[src/design/cnsg_map.svh]
// Address windows, bit positions and reset values for the strobe glue
`ifndef CNSG_MAP_SVH
`define CNSG_MAP_SVH

// ----------------------------------------------------------------
// Chip-select windows, decoded from the top nibble of the address
// ----------------------------------------------------------------
`define CNSG_WIN_MSB 31
`define CNSG_WIN_LSB 28
`define CNSG_CS3_WIN 4'h4
`define CNSG_CS4_WIN 4'h5
`define CNSG_CS5_WIN 4'h6

// ----------------------------------------------------------------
// Address bit positions
// ----------------------------------------------------------------
`define CNSG_MODE_MSB 23
`define CNSG_MODE_LSB 21
`define CNSG_ALE_BIT 21
`define CNSG_CLE_BIT 22
`define CNSG_A25_BIT 25

// ----------------------------------------------------------------
// Card mode codes on address bits 23..21
// ----------------------------------------------------------------
`define CNSG_CODE_ATTR 3'h0
`define CNSG_CODE_COMMON 3'h2
`define CNSG_CODE_IO 3'h4
`define CNSG_CODE_IDE 3'h6
`define CNSG_CODE_ALT_IDE 3'h7

// ----------------------------------------------------------------
// Reset and idle levels
// ----------------------------------------------------------------
`define CNSG_STROBE_IDLE 1'h1
`define CNSG_ADDR_RST 1'h0
`define CNSG_FLAG_RST 1'h0

`endif

[src/design/cnsg_pkg.sv]
// Types shared by the card and flash strobe glue
`default_nettype none
package cnsg_pkg;

  // ----------------------------------------------------------------
  // Signals from the static bus controller, all strobes active low
  // ----------------------------------------------------------------
  typedef struct packed {
    logic [31:0] addr;
    logic xfer_write;
    logic chip_select_three_n;
    logic chip_select_four_n;
    logic chip_select_five_n;
    logic read_strobe_n;
    logic write_strobe_low_n;
    logic write_or_byte1_strobe_n;
    logic write_or_byte3_strobe_n;
  } cnsg_smc_t;

  // ----------------------------------------------------------------
  // Shared and dedicated external pins
  // ----------------------------------------------------------------
  typedef struct packed {
    logic cs3_pin_n;
    logic cs4_pin_n;
    logic cs5_pin_n;
    logic rd_pin_n;
    logic wr0_pin_n;
    logic wr1_pin_n;
    logic wr3_pin_n;
    logic a25_pin;
    logic flash_output_enable_n;
    logic flash_write_enable_n;
    logic flash_addr_latch;
    logic flash_cmd_latch;
  } cnsg_pins_t;

  // ----------------------------------------------------------------
  // Card mode, one-hot
  // ----------------------------------------------------------------
  typedef enum logic [5:0] {
    CNSG_MODE_NONE = 6'h01,
    CNSG_MODE_ATTR = 6'h02,
    CNSG_MODE_COMMON = 6'h04,
    CNSG_MODE_IO = 6'h08,
    CNSG_MODE_IDE = 6'h10,
    CNSG_MODE_ALT_IDE = 6'h20
  } cnsg_mode_t;

endpackage : cnsg_pkg
`default_nettype wire

[src/design/cnsg_strobe_route.sv]
// Gates one read/write strobe pair onto an enabled output pair
`timescale 1ns/1ps
`default_nettype none
`include "cnsg_map.svh"

module cnsg_strobe_route (
  input wire logic i_enable,   // Route strobes when high
  input wire logic i_rd_n,     // Controller read strobe
  input wire logic i_wr_n,     // Controller write strobe
  output logic o_rd_n,         // Routed read strobe
  output logic o_wr_n          // Routed write strobe
);

  // Disabled pair parks high so the device sees no access
  assign o_rd_n = i_enable ? i_rd_n : `CNSG_STROBE_IDLE;
  assign o_wr_n = i_enable ? i_wr_n : `CNSG_STROBE_IDLE;

endmodule : cnsg_strobe_route
`default_nettype wire

[src/design/cnsg_glue.sv]
// Card slot and NAND flash strobe steering for the external bus pins
`timescale 1ns/1ps
`default_nettype none
`include "cnsg_map.svh"

module cnsg_glue (
  input wire logic i_clk,                       // System clock
  input wire logic i_sys_rst,                   // Async reset, high
  input wire logic i_ce,                        // Clock enable
  input wire cnsg_pkg::cnsg_smc_t i_smc,        // Controller signals
  input wire logic i_select3_flash_assign,      // Select 3 to flash
  input wire logic i_select4_card_assign,       // Select 4 to slot 0
  input wire logic i_select5_card_assign,       // Select 5 to slot 1
  input wire logic i_card_wait_n,               // Card wait, low
  output var cnsg_pkg::cnsg_pins_t o_pins,      // External pins
  output logic o_external_wait_in_n,            // To controller wait
  output var cnsg_pkg::cnsg_mode_t o_card_mode, // Decoded card mode
  output logic o_card_access,                   // Card access running
  output logic o_flash_access                   // Flash access running
);

  // ----------------------------------------------------------------
  // Window decode
  // ----------------------------------------------------------------
  wire logic [3:0] win_nibble;
  wire logic in_cs3_win;
  wire logic in_cs4_win;
  wire logic in_cs5_win;

  assign win_nibble = i_smc.addr[`CNSG_WIN_MSB:`CNSG_WIN_LSB];
  assign in_cs3_win = (win_nibble == `CNSG_CS3_WIN);
  assign in_cs4_win = (win_nibble == `CNSG_CS4_WIN);
  assign in_cs5_win = (win_nibble == `CNSG_CS5_WIN);

  // ----------------------------------------------------------------
  // Access qualification
  // ----------------------------------------------------------------
  wire logic slot0_access;
  wire logic slot1_access;
  wire logic card_access;
  wire logic flash_access;

  // Select alone is not trusted; the window must agree as well
  assign slot0_access = i_select4_card_assign & ~i_smc.chip_select_four_n
                        & in_cs4_win;
  assign slot1_access = i_select5_card_assign & ~i_smc.chip_select_five_n
                        & in_cs5_win;
  assign card_access = slot0_access | slot1_access;

  // Drops the moment the address leaves the window
  assign flash_access = i_select3_flash_assign
                        & ~i_smc.chip_select_three_n
                        & in_cs3_win;

  // ----------------------------------------------------------------
  // Card mode decode
  // ----------------------------------------------------------------
  wire logic [2:0] mode_code;
  cnsg_pkg::cnsg_mode_t mode_dec;

  assign mode_code = i_smc.addr[`CNSG_MODE_MSB:`CNSG_MODE_LSB];

  // Codes outside the table select nothing: both pairs stay parked
  assign mode_dec =
    !card_access ? cnsg_pkg::CNSG_MODE_NONE :
    (mode_code == `CNSG_CODE_ATTR) ? cnsg_pkg::CNSG_MODE_ATTR :
    (mode_code == `CNSG_CODE_COMMON) ? cnsg_pkg::CNSG_MODE_COMMON :
    (mode_code == `CNSG_CODE_IO) ? cnsg_pkg::CNSG_MODE_IO :
    (mode_code == `CNSG_CODE_IDE) ? cnsg_pkg::CNSG_MODE_IDE :
    (mode_code == `CNSG_CODE_ALT_IDE) ? cnsg_pkg::CNSG_MODE_ALT_IDE :
    cnsg_pkg::CNSG_MODE_NONE;

  wire logic mem_route_en;
  wire logic io_route_en;

  assign mem_route_en = (mode_dec == cnsg_pkg::CNSG_MODE_ATTR)
                      | (mode_dec == cnsg_pkg::CNSG_MODE_COMMON);
  assign io_route_en = (mode_dec == cnsg_pkg::CNSG_MODE_IO)
                     | (mode_dec == cnsg_pkg::CNSG_MODE_IDE)
                     | (mode_dec == cnsg_pkg::CNSG_MODE_ALT_IDE);

  // ----------------------------------------------------------------
  // Strobe routing
  // ----------------------------------------------------------------
  wire logic card_oe_n;
  wire logic card_we_n;
  wire logic card_ior_n;
  wire logic card_iow_n;
  wire logic flash_oe_n;
  wire logic flash_we_n;

  cnsg_strobe_route u_card_mem (
    .i_enable(mem_route_en),
    .i_rd_n(i_smc.read_strobe_n),
    .i_wr_n(i_smc.write_strobe_low_n),
    .o_rd_n(card_oe_n),
    .o_wr_n(card_we_n)
  );

  cnsg_strobe_route u_card_io (
    .i_enable(io_route_en),
    .i_rd_n(i_smc.read_strobe_n),
    .i_wr_n(i_smc.write_strobe_low_n),
    .o_rd_n(card_ior_n),
    .o_wr_n(card_iow_n)
  );

  cnsg_strobe_route u_flash (
    .i_enable(flash_access),
    .i_rd_n(i_smc.read_strobe_n),
    .i_wr_n(i_smc.write_strobe_low_n),
    .o_rd_n(flash_oe_n),
    .o_wr_n(flash_we_n)
  );

  // ----------------------------------------------------------------
  // Pin selection
  // ----------------------------------------------------------------
  cnsg_pkg::cnsg_pins_t pins_next;
  wire logic card_read_not_write;

  // Direction level, not a strobe, so it spans the whole transfer
  assign card_read_not_write = ~i_smc.xfer_write;

  // Card selects follow their controller select, held high while assigned and the address is outside their window
  assign pins_next.cs4_pin_n = i_smc.chip_select_four_n
                               | (i_select4_card_assign & ~in_cs4_win);
  assign pins_next.cs5_pin_n = i_smc.chip_select_five_n
                               | (i_select5_card_assign & ~in_cs5_win);
  assign pins_next.cs3_pin_n = i_smc.chip_select_three_n;

  assign pins_next.rd_pin_n = card_access ? card_oe_n
                              : i_smc.read_strobe_n;
  assign pins_next.wr0_pin_n = card_access ? card_we_n
                               : i_smc.write_strobe_low_n;
  assign pins_next.wr1_pin_n = card_access ? card_ior_n
                               : i_smc.write_or_byte1_strobe_n;
  assign pins_next.wr3_pin_n = card_access ? card_iow_n
                               : i_smc.write_or_byte3_strobe_n;
  assign pins_next.a25_pin = card_access ? card_read_not_write
                             : i_smc.addr[`CNSG_A25_BIT];

  assign pins_next.flash_output_enable_n = flash_oe_n;
  assign pins_next.flash_write_enable_n = flash_we_n;
  assign pins_next.flash_addr_latch = i_smc.addr[`CNSG_ALE_BIT];
  assign pins_next.flash_cmd_latch = i_smc.addr[`CNSG_CLE_BIT];

  // ----------------------------------------------------------------
  // Output registers
  // ----------------------------------------------------------------
  // Every pin goes through one flop, so all keep their mutual timing
  cnsg_pkg::cnsg_pins_t pins_reg;
  cnsg_pkg::cnsg_mode_t mode_reg;
  logic card_access_reg;
  logic flash_access_reg;

  always_ff @(posedge i_clk or posedge i_sys_rst)
  begin
    if (i_sys_rst)
    begin
      pins_reg.cs3_pin_n <= `CNSG_STROBE_IDLE;
      pins_reg.cs4_pin_n <= `CNSG_STROBE_IDLE;
      pins_reg.cs5_pin_n <= `CNSG_STROBE_IDLE;
      pins_reg.rd_pin_n <= `CNSG_STROBE_IDLE;
      pins_reg.wr0_pin_n <= `CNSG_STROBE_IDLE;
      pins_reg.wr1_pin_n <= `CNSG_STROBE_IDLE;
      pins_reg.wr3_pin_n <= `CNSG_STROBE_IDLE;
      pins_reg.a25_pin <= `CNSG_ADDR_RST;
      pins_reg.flash_output_enable_n <= `CNSG_STROBE_IDLE;
      pins_reg.flash_write_enable_n <= `CNSG_STROBE_IDLE;
      pins_reg.flash_addr_latch <= `CNSG_ADDR_RST;
      pins_reg.flash_cmd_latch <= `CNSG_ADDR_RST;
    end
    else if (i_ce)
    begin
      pins_reg <= pins_next;
    end
  end

  always_ff @(posedge i_clk or posedge i_sys_rst)
  begin
    if (i_sys_rst)
    begin
      mode_reg <= cnsg_pkg::CNSG_MODE_NONE;
      card_access_reg <= `CNSG_FLAG_RST;
      flash_access_reg <= `CNSG_FLAG_RST;
    end
    else if (i_ce)
    begin
      mode_reg <= mode_dec;
      card_access_reg <= card_access;
      flash_access_reg <= flash_access;
    end
  end

  // ----------------------------------------------------------------
  // Outputs
  // ----------------------------------------------------------------
  assign o_pins = pins_reg;
  assign o_card_mode = mode_reg;
  assign o_card_access = card_access_reg;
  assign o_flash_access = flash_access_reg;

  // Plain wire so a card can stretch the access without added lag
  assign o_external_wait_in_n = i_card_wait_n;

endmodule : cnsg_glue
`default_nettype wire

[config.mk]
export PLATFORM = sky130hd
export DESIGN_NAME = cnsg_glue
export DESIGN_NICKNAME = d
export VERILOG_FILES = /design/src/design/cnsg_pkg.sv /design/src/design/cnsg_strobe_route.sv /design/src/design/cnsg_glue.sv
export VERILOG_INCLUDE_DIRS = /design/src /design/src/design
export SDC_FILE = /design/constraint.sdc
export NUM_CORES = 1
export LEC_CHECK = 0
export ABC_CLOCK_PERIOD_IN_PS = 1000
export BUFFER_PORTS_ARGS = -buffer_cell sky130_fd_sc_hd__buf_4
export CORE_MARGIN = 10
export CORE_UTILIZATION = 36
export DETAILED_ROUTE_END_ITERATION = 6
export GPL_TIMING_DRIVEN = 0
export PLACE_DENSITY = 0.82
export SYNTH_ARGS = -nofsm -noshare
export SYNTH_HDL_FRONTEND = slang
export SYNTH_SLANG_ARGS = --single-unit
export TNS_END_PERCENT = 100
[constraint.sdc]
create_clock -name i_clk -period 1 [get_ports i_clk]
set_clock_uncertainty 0.15 [all_clocks]
set_input_delay 0.15 -clock i_clk [delete_from_list [all_inputs] [get_ports i_clk]]
set_output_delay 0.15 -clock i_clk [all_outputs]
set_load 0.02 [all_outputs]
==> results of run 1 <==
[routing by layer]
layer / global-route usage, % / vias up / wire (µm)
met1: 13.3 / 491 / 1180
met5: 0 / - / 0
met4: 3.16 / 0 / 25
met3: 4.63 / 4 / 253
li1: - / 448 / -
met2: 21.5 / 33 / 1930
[Yosys cell counts (2+ instances only)]
master	count
a21oi_1	11
nor2_1	11
dfrtp_1	10
dfstp_2	10
inv_1	9
nand2_1	6
clkbuf_1	4
nand2b_1	3
o21ai_0	3
a221oi_1	2
mux2_2	2
o22a_1	2
o32ai_2	2
[sequential cells by signal, indices dropped and copies added (netlist names)]
register	cells
o_card_mode	6
o_card_access	1
o_pins	12
o_flash_access	1
[layout make-up]
type	count	area, µm²
fillers	209	883
repair buffers	61	599
multi-input cells	57	558
flip-flops and latches	20	513
well taps	31	38.8
inverters	10	37.5
clock inverters	1	30.0
plain buffers	5	27.5
clock buffers	3	22.5
[logic make-up after synthesis]
family	Yosys count	share of synthesized area [%]
AOI/OAI and AO/OA	25	20.9
buffers and inverters	15	6.03
DFF	20	51.5
muxes	2	2.26
and+or+nand+nor	30	19.3
[report_power, final]
group	internal [mW]	switching, mW
combinational	0.263	0.250
clock	0.405	0.261
sequential	0.875	0.0350
total	1.54	0.546
[stage by stage]
step	instance area [µm²]	hold slack (ps)	setup WS, ps	utilization (%)	TNS, ps
after floorplan	1000	-43.6	-272	-	-2540
after global routing	1830	-153	-333	67.4	-6310
after detailed placement	1350	180	-572	49.9	-5970
final	1830	-183	-294	67.4	-5330
after global placement	1350	153	-506	49.9	-5240
after CTS	1690	-166	-304	62.3	-5440
[worst reg2reg max path, cell delays in order (launching register included)]
cell     delay (ps)
dfrtp_1         420
buf_4           140
mux2_4          260
[worst max-delay path by stage]
stage	startpoint	endpoint	cells after the start
detailed placement	i_smc[39]	o_card_mode[3]$_DFFE_PP0P_	5
global route	o_pins[9]$_DFFE_PP1P_	o_pins[9]	1
CTS	o_pins[8]$_DFFE_PP1P_	o_pins[8]	1
finish	o_pins[9]$_DFFE_PP1P_	o_pins[9]	1
global placement	i_smc[39]	o_card_mode[2]$_DFFE_PP0P_	5
floorplan	i_smc[39]	o_pins[6]$_DFFE_PP1P_	4
[timing repair]
action	4_1_cts	5_1_grt
setup buffers	4	6
setup endpoints to repair	32	34
hold endpoints to repair	26	11
pin swaps	15	7
resized for setup	32	21
==> results_dict.tcl, run 1 <==
set metrics [dict create \
    start_kind "register" \
    powerDensity_nw_per_um2 1140 \
    p_leak_nw 0.813 \
    htree_levels 1 \
    critPathRequiredTime_ps 700 \
    slew_violations 0 \
    worstPathMaxFanout 2 \
    clk_pin_slew_ps 120 \
    dieHeight_um 72.6 \
    grt_max_degree 21 \
    async_reset_ff_share_pct 100 \
    die_area_um2 5270 \
    drt_iter0_drc 43 \
    r2r_start "o_card_mode[1]$_DFFE_PP0P_" \
    synth_edf_count 0 \
    synth_nets 139 \
    r2r_cells 2 \
    ys_types 30 \
    status "finished, violations left" \
    violations "hold timing, setup timing" \
    grt_pass1_wl_mm 5.21 \
    post-route-min-period_ps 1290 \
    min-delay-path-class "in -> async" \
    slew_headroom_pct 50.0 \
    cp_top_family "flip-flops" \
    synth_area_leaders "dfstp_2 26%, dfrtp_1 25%, a21oi_1 5.5%" \
    crit_type "reg -> out" \
    max_freq_mhz 773 \
    tightest_slew_ps 750 \
    row_count 19 \
    fin_crit_sh_pct 129 \
    nets 205 \
    clock_sinks 20 \
    io_buffers 41 \
    worst_ep_arrival_time_ps 990 \
    diodes 0 \
    die_w_um 72.6 \
    crit_path_top_delay_cell "dfstp_2" \
    max-cap-violations 0 \
    seq_area_frac_synth_pct 51.5 \
    synth_area_leader_cell "dfstp_2" \
    r2r_end "o_card_mode[1]$_DFFE_PP0P_" \
    cts_buffer_depth 2 \
    synthCells 92 \
    grt_pass1_vias 1068 \
    vias 976 \
    drt_pass1_iterations 4 \
    cts_made_buffers 3 \
    cts.hold.buffers_added 11 \
    synth_seq_cells 20 \
    yosysTopAreaCellShare_pct 26.4 \
    grt_use_total_pct 12.2 \
    power.total_mw 2.09 \
    reg2reg_setup_slack_ps -70 \
    ir_drop_mv 0.703 \
    viasPerCell 5.19 \
    ys_warn_count 0 \
    hold_viol 11 \
    syn2layout_area_growth_pct 83.4 \
    wl_per_cell_um 18.0 \
    gp_congestion 0.734 \
    antenna_found_initial 0 \
    drt.antenna.violating_nets 0 \
    netlist_area_um2 996 \
    path_cells "buf_6" \
    mostFrequentLayoutCells "25 x buf_4, 25 x buf_6, 10 x dfrtp_1, 10 x dfstp_2, 9 x inv_1" \
    hold_ws_ps -183 \
    rsz0062_at_grt "yes" \
    ys.flop_type "dfstp_2" \
    drive_gt1_share_pct 61.8 \
    root_buffer "clkbuf_4" \
    end_kind "primary output" \
    setup_viol 32 \
    drc 0 \
    critPathMaxStageDelay_ps 570 \
    grt_overflow_total 0 \
    dp_cells 164 \
    path_buf_inv 1 \
    tritoncts "built" \
    start_util_pct 36.7 \
    core_um2 2710 \
    setup_ws_ps -294 \
    finalWirelength_mm 3.38 \
    clk_latency_ps 300 \
    dp_hpwl_mm 2.22 \
    layout.cells.non_filler 188 \
    ioPinCount 68 \
    avgSynthCellArea_um2 10.8 \
]
No activity file was read; power rests on OpenSTA's default activity.
==> inputs of run 2 (changes only) <==
- CORE_ASPECT_RATIO: unset -> 0.8
==> results_dict.tcl, run 2 (same netlist as run 1, synthesis figures left out) <==
set metrics [dict create \
    min-delay-path-class "in -> async" \
    core_um2 2540 \
    row_count 16 \
    p_leak_nw 0.827 \
    antenna_found_initial 0 \
    max-cap-violations 0 \
    drt.antenna.violating_nets 0 \
    largest_register_ffs 12 \
    layout_commonest_cell "buf_4" \
    drt_iter0_drc 54 \
    start_kind "register" \
    dp_hpwl_mm 2.28 \
    violations "hold timing, setup timing" \
    die_area_um2 5280 \
    drive_gt1_share_pct 61.6 \
    dieHeight_um 67.0 \
    worstPathMaxFanout 2 \
    drt_pass1_iterations 4 \
    path_cells "buf_6" \
    slew_headroom_pct 49.0 \
    powerDensity_nw_per_um2 1130 \
    grt_max_degree 21 \
    rsz0062_at_grt "yes" \
    cts_buffer_depth 2 \
    clk_latency_ps 300 \
    post-route-min-period_ps 1300 \
    drc 0 \
    nets 212 \
    end_kind "primary output" \
    ir_drop_mv 1.06 \
    crit_type "reg -> out" \
    syn2layout_area_growth_pct 87.2 \
    slew_violations 0 \
    hold_viol 11 \
    vias 1000 \
    critPathRequiredTime_ps 700 \
    mostFrequentLayoutCells "30 x buf_4, 24 x buf_6, 12 x dlygate4sd3_1" \
    diodes 0 \
    grt_overflow_total 0 \
    grt_use_total_pct 13.7 \
    tritoncts "built" \
    grt_pass1_vias 1062 \
    htree_levels 1 \
    tightest_slew_ps 765 \
    path_buf_inv 1 \
    critPathMaxStageDelay_ps 570 \
    start_util_pct 39.2 \
    viasPerCell 5.00 \
    setup_tns_ps -5760 \
    clock_sinks 20 \
    reg2reg_setup_slack_ps -60 \
    wl_per_cell_um 18.7 \
    cp_top_family "flip-flops" \
    grt_pass1_wl_mm 5.69 \
    cts_made_buffers 3 \
    die_w_um 78.8 \
    worst_ep_arrival_time_ps 1000 \
    r2r_cells 2 \
    finalWirelength_mm 3.75 \
    setup_ws_ps -301 \
    gp_congestion 0.797 \
    hold_ws_ps -190 \
    fin_crit_sh_pct 130 \
    clk_pin_slew_ps 130 \
    fin_util_pct 73.3 \
    setup_viol 33 \
    ioPinCount 68 \
    io_buffers 41 \
    critical_path_depth 1 \
    status "finished, violations left" \
    max_freq_mhz 769 \
    root_buffer "clkbuf_4" \
    crit_path_top_delay_cell "dfstp_2" \
    power.total_mw 2.10 \
]
-- run 2: cell types whose count changed in the layout (fill, tap and decap cells not counted), sizes merged --
cell | before | now
dlygate4sd3 | 8 | 12
dlymetal6s4s | 3 | 1
buf | 51 | 56
-- run 2: final timing paths --
check | start | endpoint
max | o_pins[11]$_DFFE_PP1P_ | o_pins[11]
min in group i_clk | i_smc[31] | o_card_mode[2]$_DFFE_PP0P_
max reg2reg | o_card_mode[1]$_DFFE_PP0P_ | o_card_mode[1]$_DFFE_PP0P_
min | i_sys_rst | o_card_mode[4]$_DFFE_PP0P_
max in group asynchronous | i_sys_rst | o_card_mode[5]$_DFFE_PP0P_
min reg2reg | o_pins[9]$_DFFE_PP1P_ | o_pins[9]$_DFFE_PP1P_
-- run 2: stage by stage --
stage                     setup WS [ps]  area, µm²  cells
after floorplan                    -272       1000     92
after global placement             -518       1360    169
after detailed placement           -548       1360    169
after CTS                          -299       1730    191
after global routing               -334       1860    200
final                              -301       1860    200
-- run 2: final cells by class --
type / count / area (µm²)
clock buffers: 3 / 22.5
inverters: 10 / 37.5
multi-input cells: 57 / 533
flip-flops and latches: 20 / 513
repair buffers: 68 / 656
well taps: 36 / 45.0
clock inverters: 1 / 30.0
plain buffers: 5 / 27.5
fillers: 152 / 678
-- run 2: what timing repair did --
action	in CTS	in global routing
pin swaps	13	6
endpoints found under the setup margin	32	35
hold buffers	11	3
buffers inserted	7	7
hold endpoints to repair	26	14
gates resized for setup	34	13
-- run 2: power by group --
| group | internal [mW] | switching (mW) |
|---|---|---|
| Sequential | 0.874 | 0.0315 |
| Clock | 0.405 | 0.268 |
| Combinational | 0.269 | 0.254 |
-- run 2: worst reg2reg max path, stage by stage, from the launching register on --
cell,delay (ps)
dfrtp_1,420
buf_4,140
mux2_4,260
-- run 2: per-layer routing --
metal | GRT usage (%) | vias to the layer above | wire length (µm)
met3 | 3.62 | 6 | 141
met2 | 26.1 | 37 | 2050
met4 | 5.80 | 0 | 65
met5 | 0 | - | 0
met1 | 14.0 | 487 | 1490
li1 | - | 470 | -
==> inputs of run 3 (changes only) <==
- SETUP_SLACK_MARGIN: unset -> 0.02
==> results_dict.tcl, run 3 (same netlist as run 1, synthesis figures left out) <==
set metrics [dict create \
    register_area_um2 513 \
    antenna_found_initial 0 \
    min-delay-path-class "in -> async" \
    die_area_um2 5280 \
    setup_tns_ps -5920 \
    postPlaceCellArea_um2 1360 \
    rsz0062_at_grt "yes" \
    multi_input_area_um2 543 \
    hold_ws_ps -183 \
    crit_type "reg -> out" \
    setup_viol 33 \
    clock_sinks 20 \
    diodes 0 \
    crit_path_top_delay_cell "dfstp_2" \
    cp_top_family "flip-flops" \
    cts_made_buffers 3 \
    hold_viol 12 \
    mostFrequentLayoutCells "30 x buf_4, 24 x buf_6, 10 x dlygate4sd3_1, 10 x dfrtp_1, 10 x dfstp_2" \
    p_leak_nw 0.832 \
    start_kind "register" \
    clk_latency_ps 300 \
    status "finished, violations left" \
    final_area_um2 1870 \
    nets 211 \
    path_buf_inv 1 \
    finalWirelength_mm 3.72 \
    critPathRequiredTime_ps 700 \
    fin_crit_sh_pct 130 \
    dp_hpwl_mm 2.28 \
    slew_headroom_pct 48.5 \
    viasPerCell 5.04 \
    path_cells "buf_6" \
    fillers 153 \
    clk_pin_slew_ps 120 \
    grt_overflow_total 0 \
    powerDensity_nw_per_um2 1130 \
    dp_slack_ps -548 \
    drc 0 \
    layout.cells.non_filler 199 \
    grt_use_total_pct 13.7 \
    row_count 16 \
    core_um2 2540 \
    worstPathMaxFanout 2 \
    dp_cells 169 \
    tightest_slew_ps 772 \
    gp_congestion 0.797 \
    drive_gt1_share_pct 63.8 \
    htree_levels 1 \
    slew_violations 0 \
    drt.antenna.violating_nets 0 \
    end_kind "primary output" \
    reg2reg_setup_slack_ps -60 \
    layout_commonest_cell "buf_4" \
    post-route-min-period_ps 1300 \
    tritoncts "built" \
    start_util_pct 39.2 \
    drt_pass1_iterations 4 \
    ir_drop_mv 1.07 \
    vias 1002 \
    worst_ep_arrival_time_ps 1000 \
    r2r_start "o_card_mode[1]$_DFFE_PP0P_" \
    r2r_cells 2 \
    io_buffers 41 \
    drt_iter0_drc 49 \
    r2r_end "o_card_mode[1]$_DFFE_PP0P_" \
    grt_pass1_vias 1062 \
    power.total_mw 2.10 \
    syn2layout_area_growth_pct 87.4 \
    violations "hold timing, setup timing" \
    max_freq_mhz 771 \
    wl_per_cell_um 18.7 \
    max-cap-violations 0 \
    dieHeight_um 67.0 \
    grt_pass1_wl_mm 5.69 \
    setup_ws_ps -297 \
    ioPinCount 68 \
    critPathMaxStageDelay_ps 570 \
    fin_util_pct 73.4 \
    grt_max_degree 21 \
    largest_register_ffs 12 \
    cts_buffer_depth 2 \
    root_buffer "clkbuf_4" \
    die_w_um 78.8 \
]
-- run 3: changes by cell type in the layout (fill, tap and decap cells not counted) --
cell	delta
a21oi_1	-2
dlymetal6s4s_1	+1
dlygate4sd3_1	-2
a21oi_2	+2
nor2_2	+1
nor2_1	-1
-- run 3: power breakdown --
group	total, mW	switching (mW)	internal, mW
Combinational	0.525	0.256	0.269
Clock	0.671	0.266	0.405
Sequential	0.907	0.0326	0.874
Total	2.10	0.555	1.55
-- run 3: how the worst max path moves through the flow --
stage	startpoint	cells after the start	end	slack, ps
floorplan	i_smc[39]	4	o_pins[6]$_DFFE_PP1P_	-270
global placement	i_smc[39]	5	o_card_mode[2]$_DFFE_PP0P_	-520
detailed placement	i_smc[39]	5	o_pins[5]$_DFFE_PP1P_	-550
CTS	o_pins[11]$_DFFE_PP1P_	1	o_pins[11]	-300
global route	o_pins[11]$_DFFE_PP1P_	1	o_pins[11]	-330
finish	o_pins[11]$_DFFE_PP1P_	1	o_pins[11]	-300
-- run 3: what timing repair did --
action / in CTS / in global routing
resized for setup: 34 / 17
endpoints found under the setup margin: 32 / 36
hold buffers: 11 / 2
setup buffers: 7 / 7
pin swaps: 13 / 6
endpoints found under the hold margin: 26 / 14
-- run 3: routing by layer --
layer | vias up | part of all wire, % | GRT usage (%)
met5 | - | 0 | 0
met4 | 0 | 1.5 | 5.80
met3 | 7 | 4.5 | 3.62
met2 | 33 | 54 | 26.1
met1 | 500 | 40 | 14.0
li1 | 462 | - | -
-- run 3: final cells by class --
cell class                      instances  area share, %
Multi-Input combinational cell         57           29.1
Clock inverter                          1           1.61
Clock buffer                            3           1.21
Sequential cell                        20           27.5
Buffer                                  5           1.47
Tap cell                               36           2.41
Timing Repair Buffer                   67           34.7
Inverter                               10           2.01
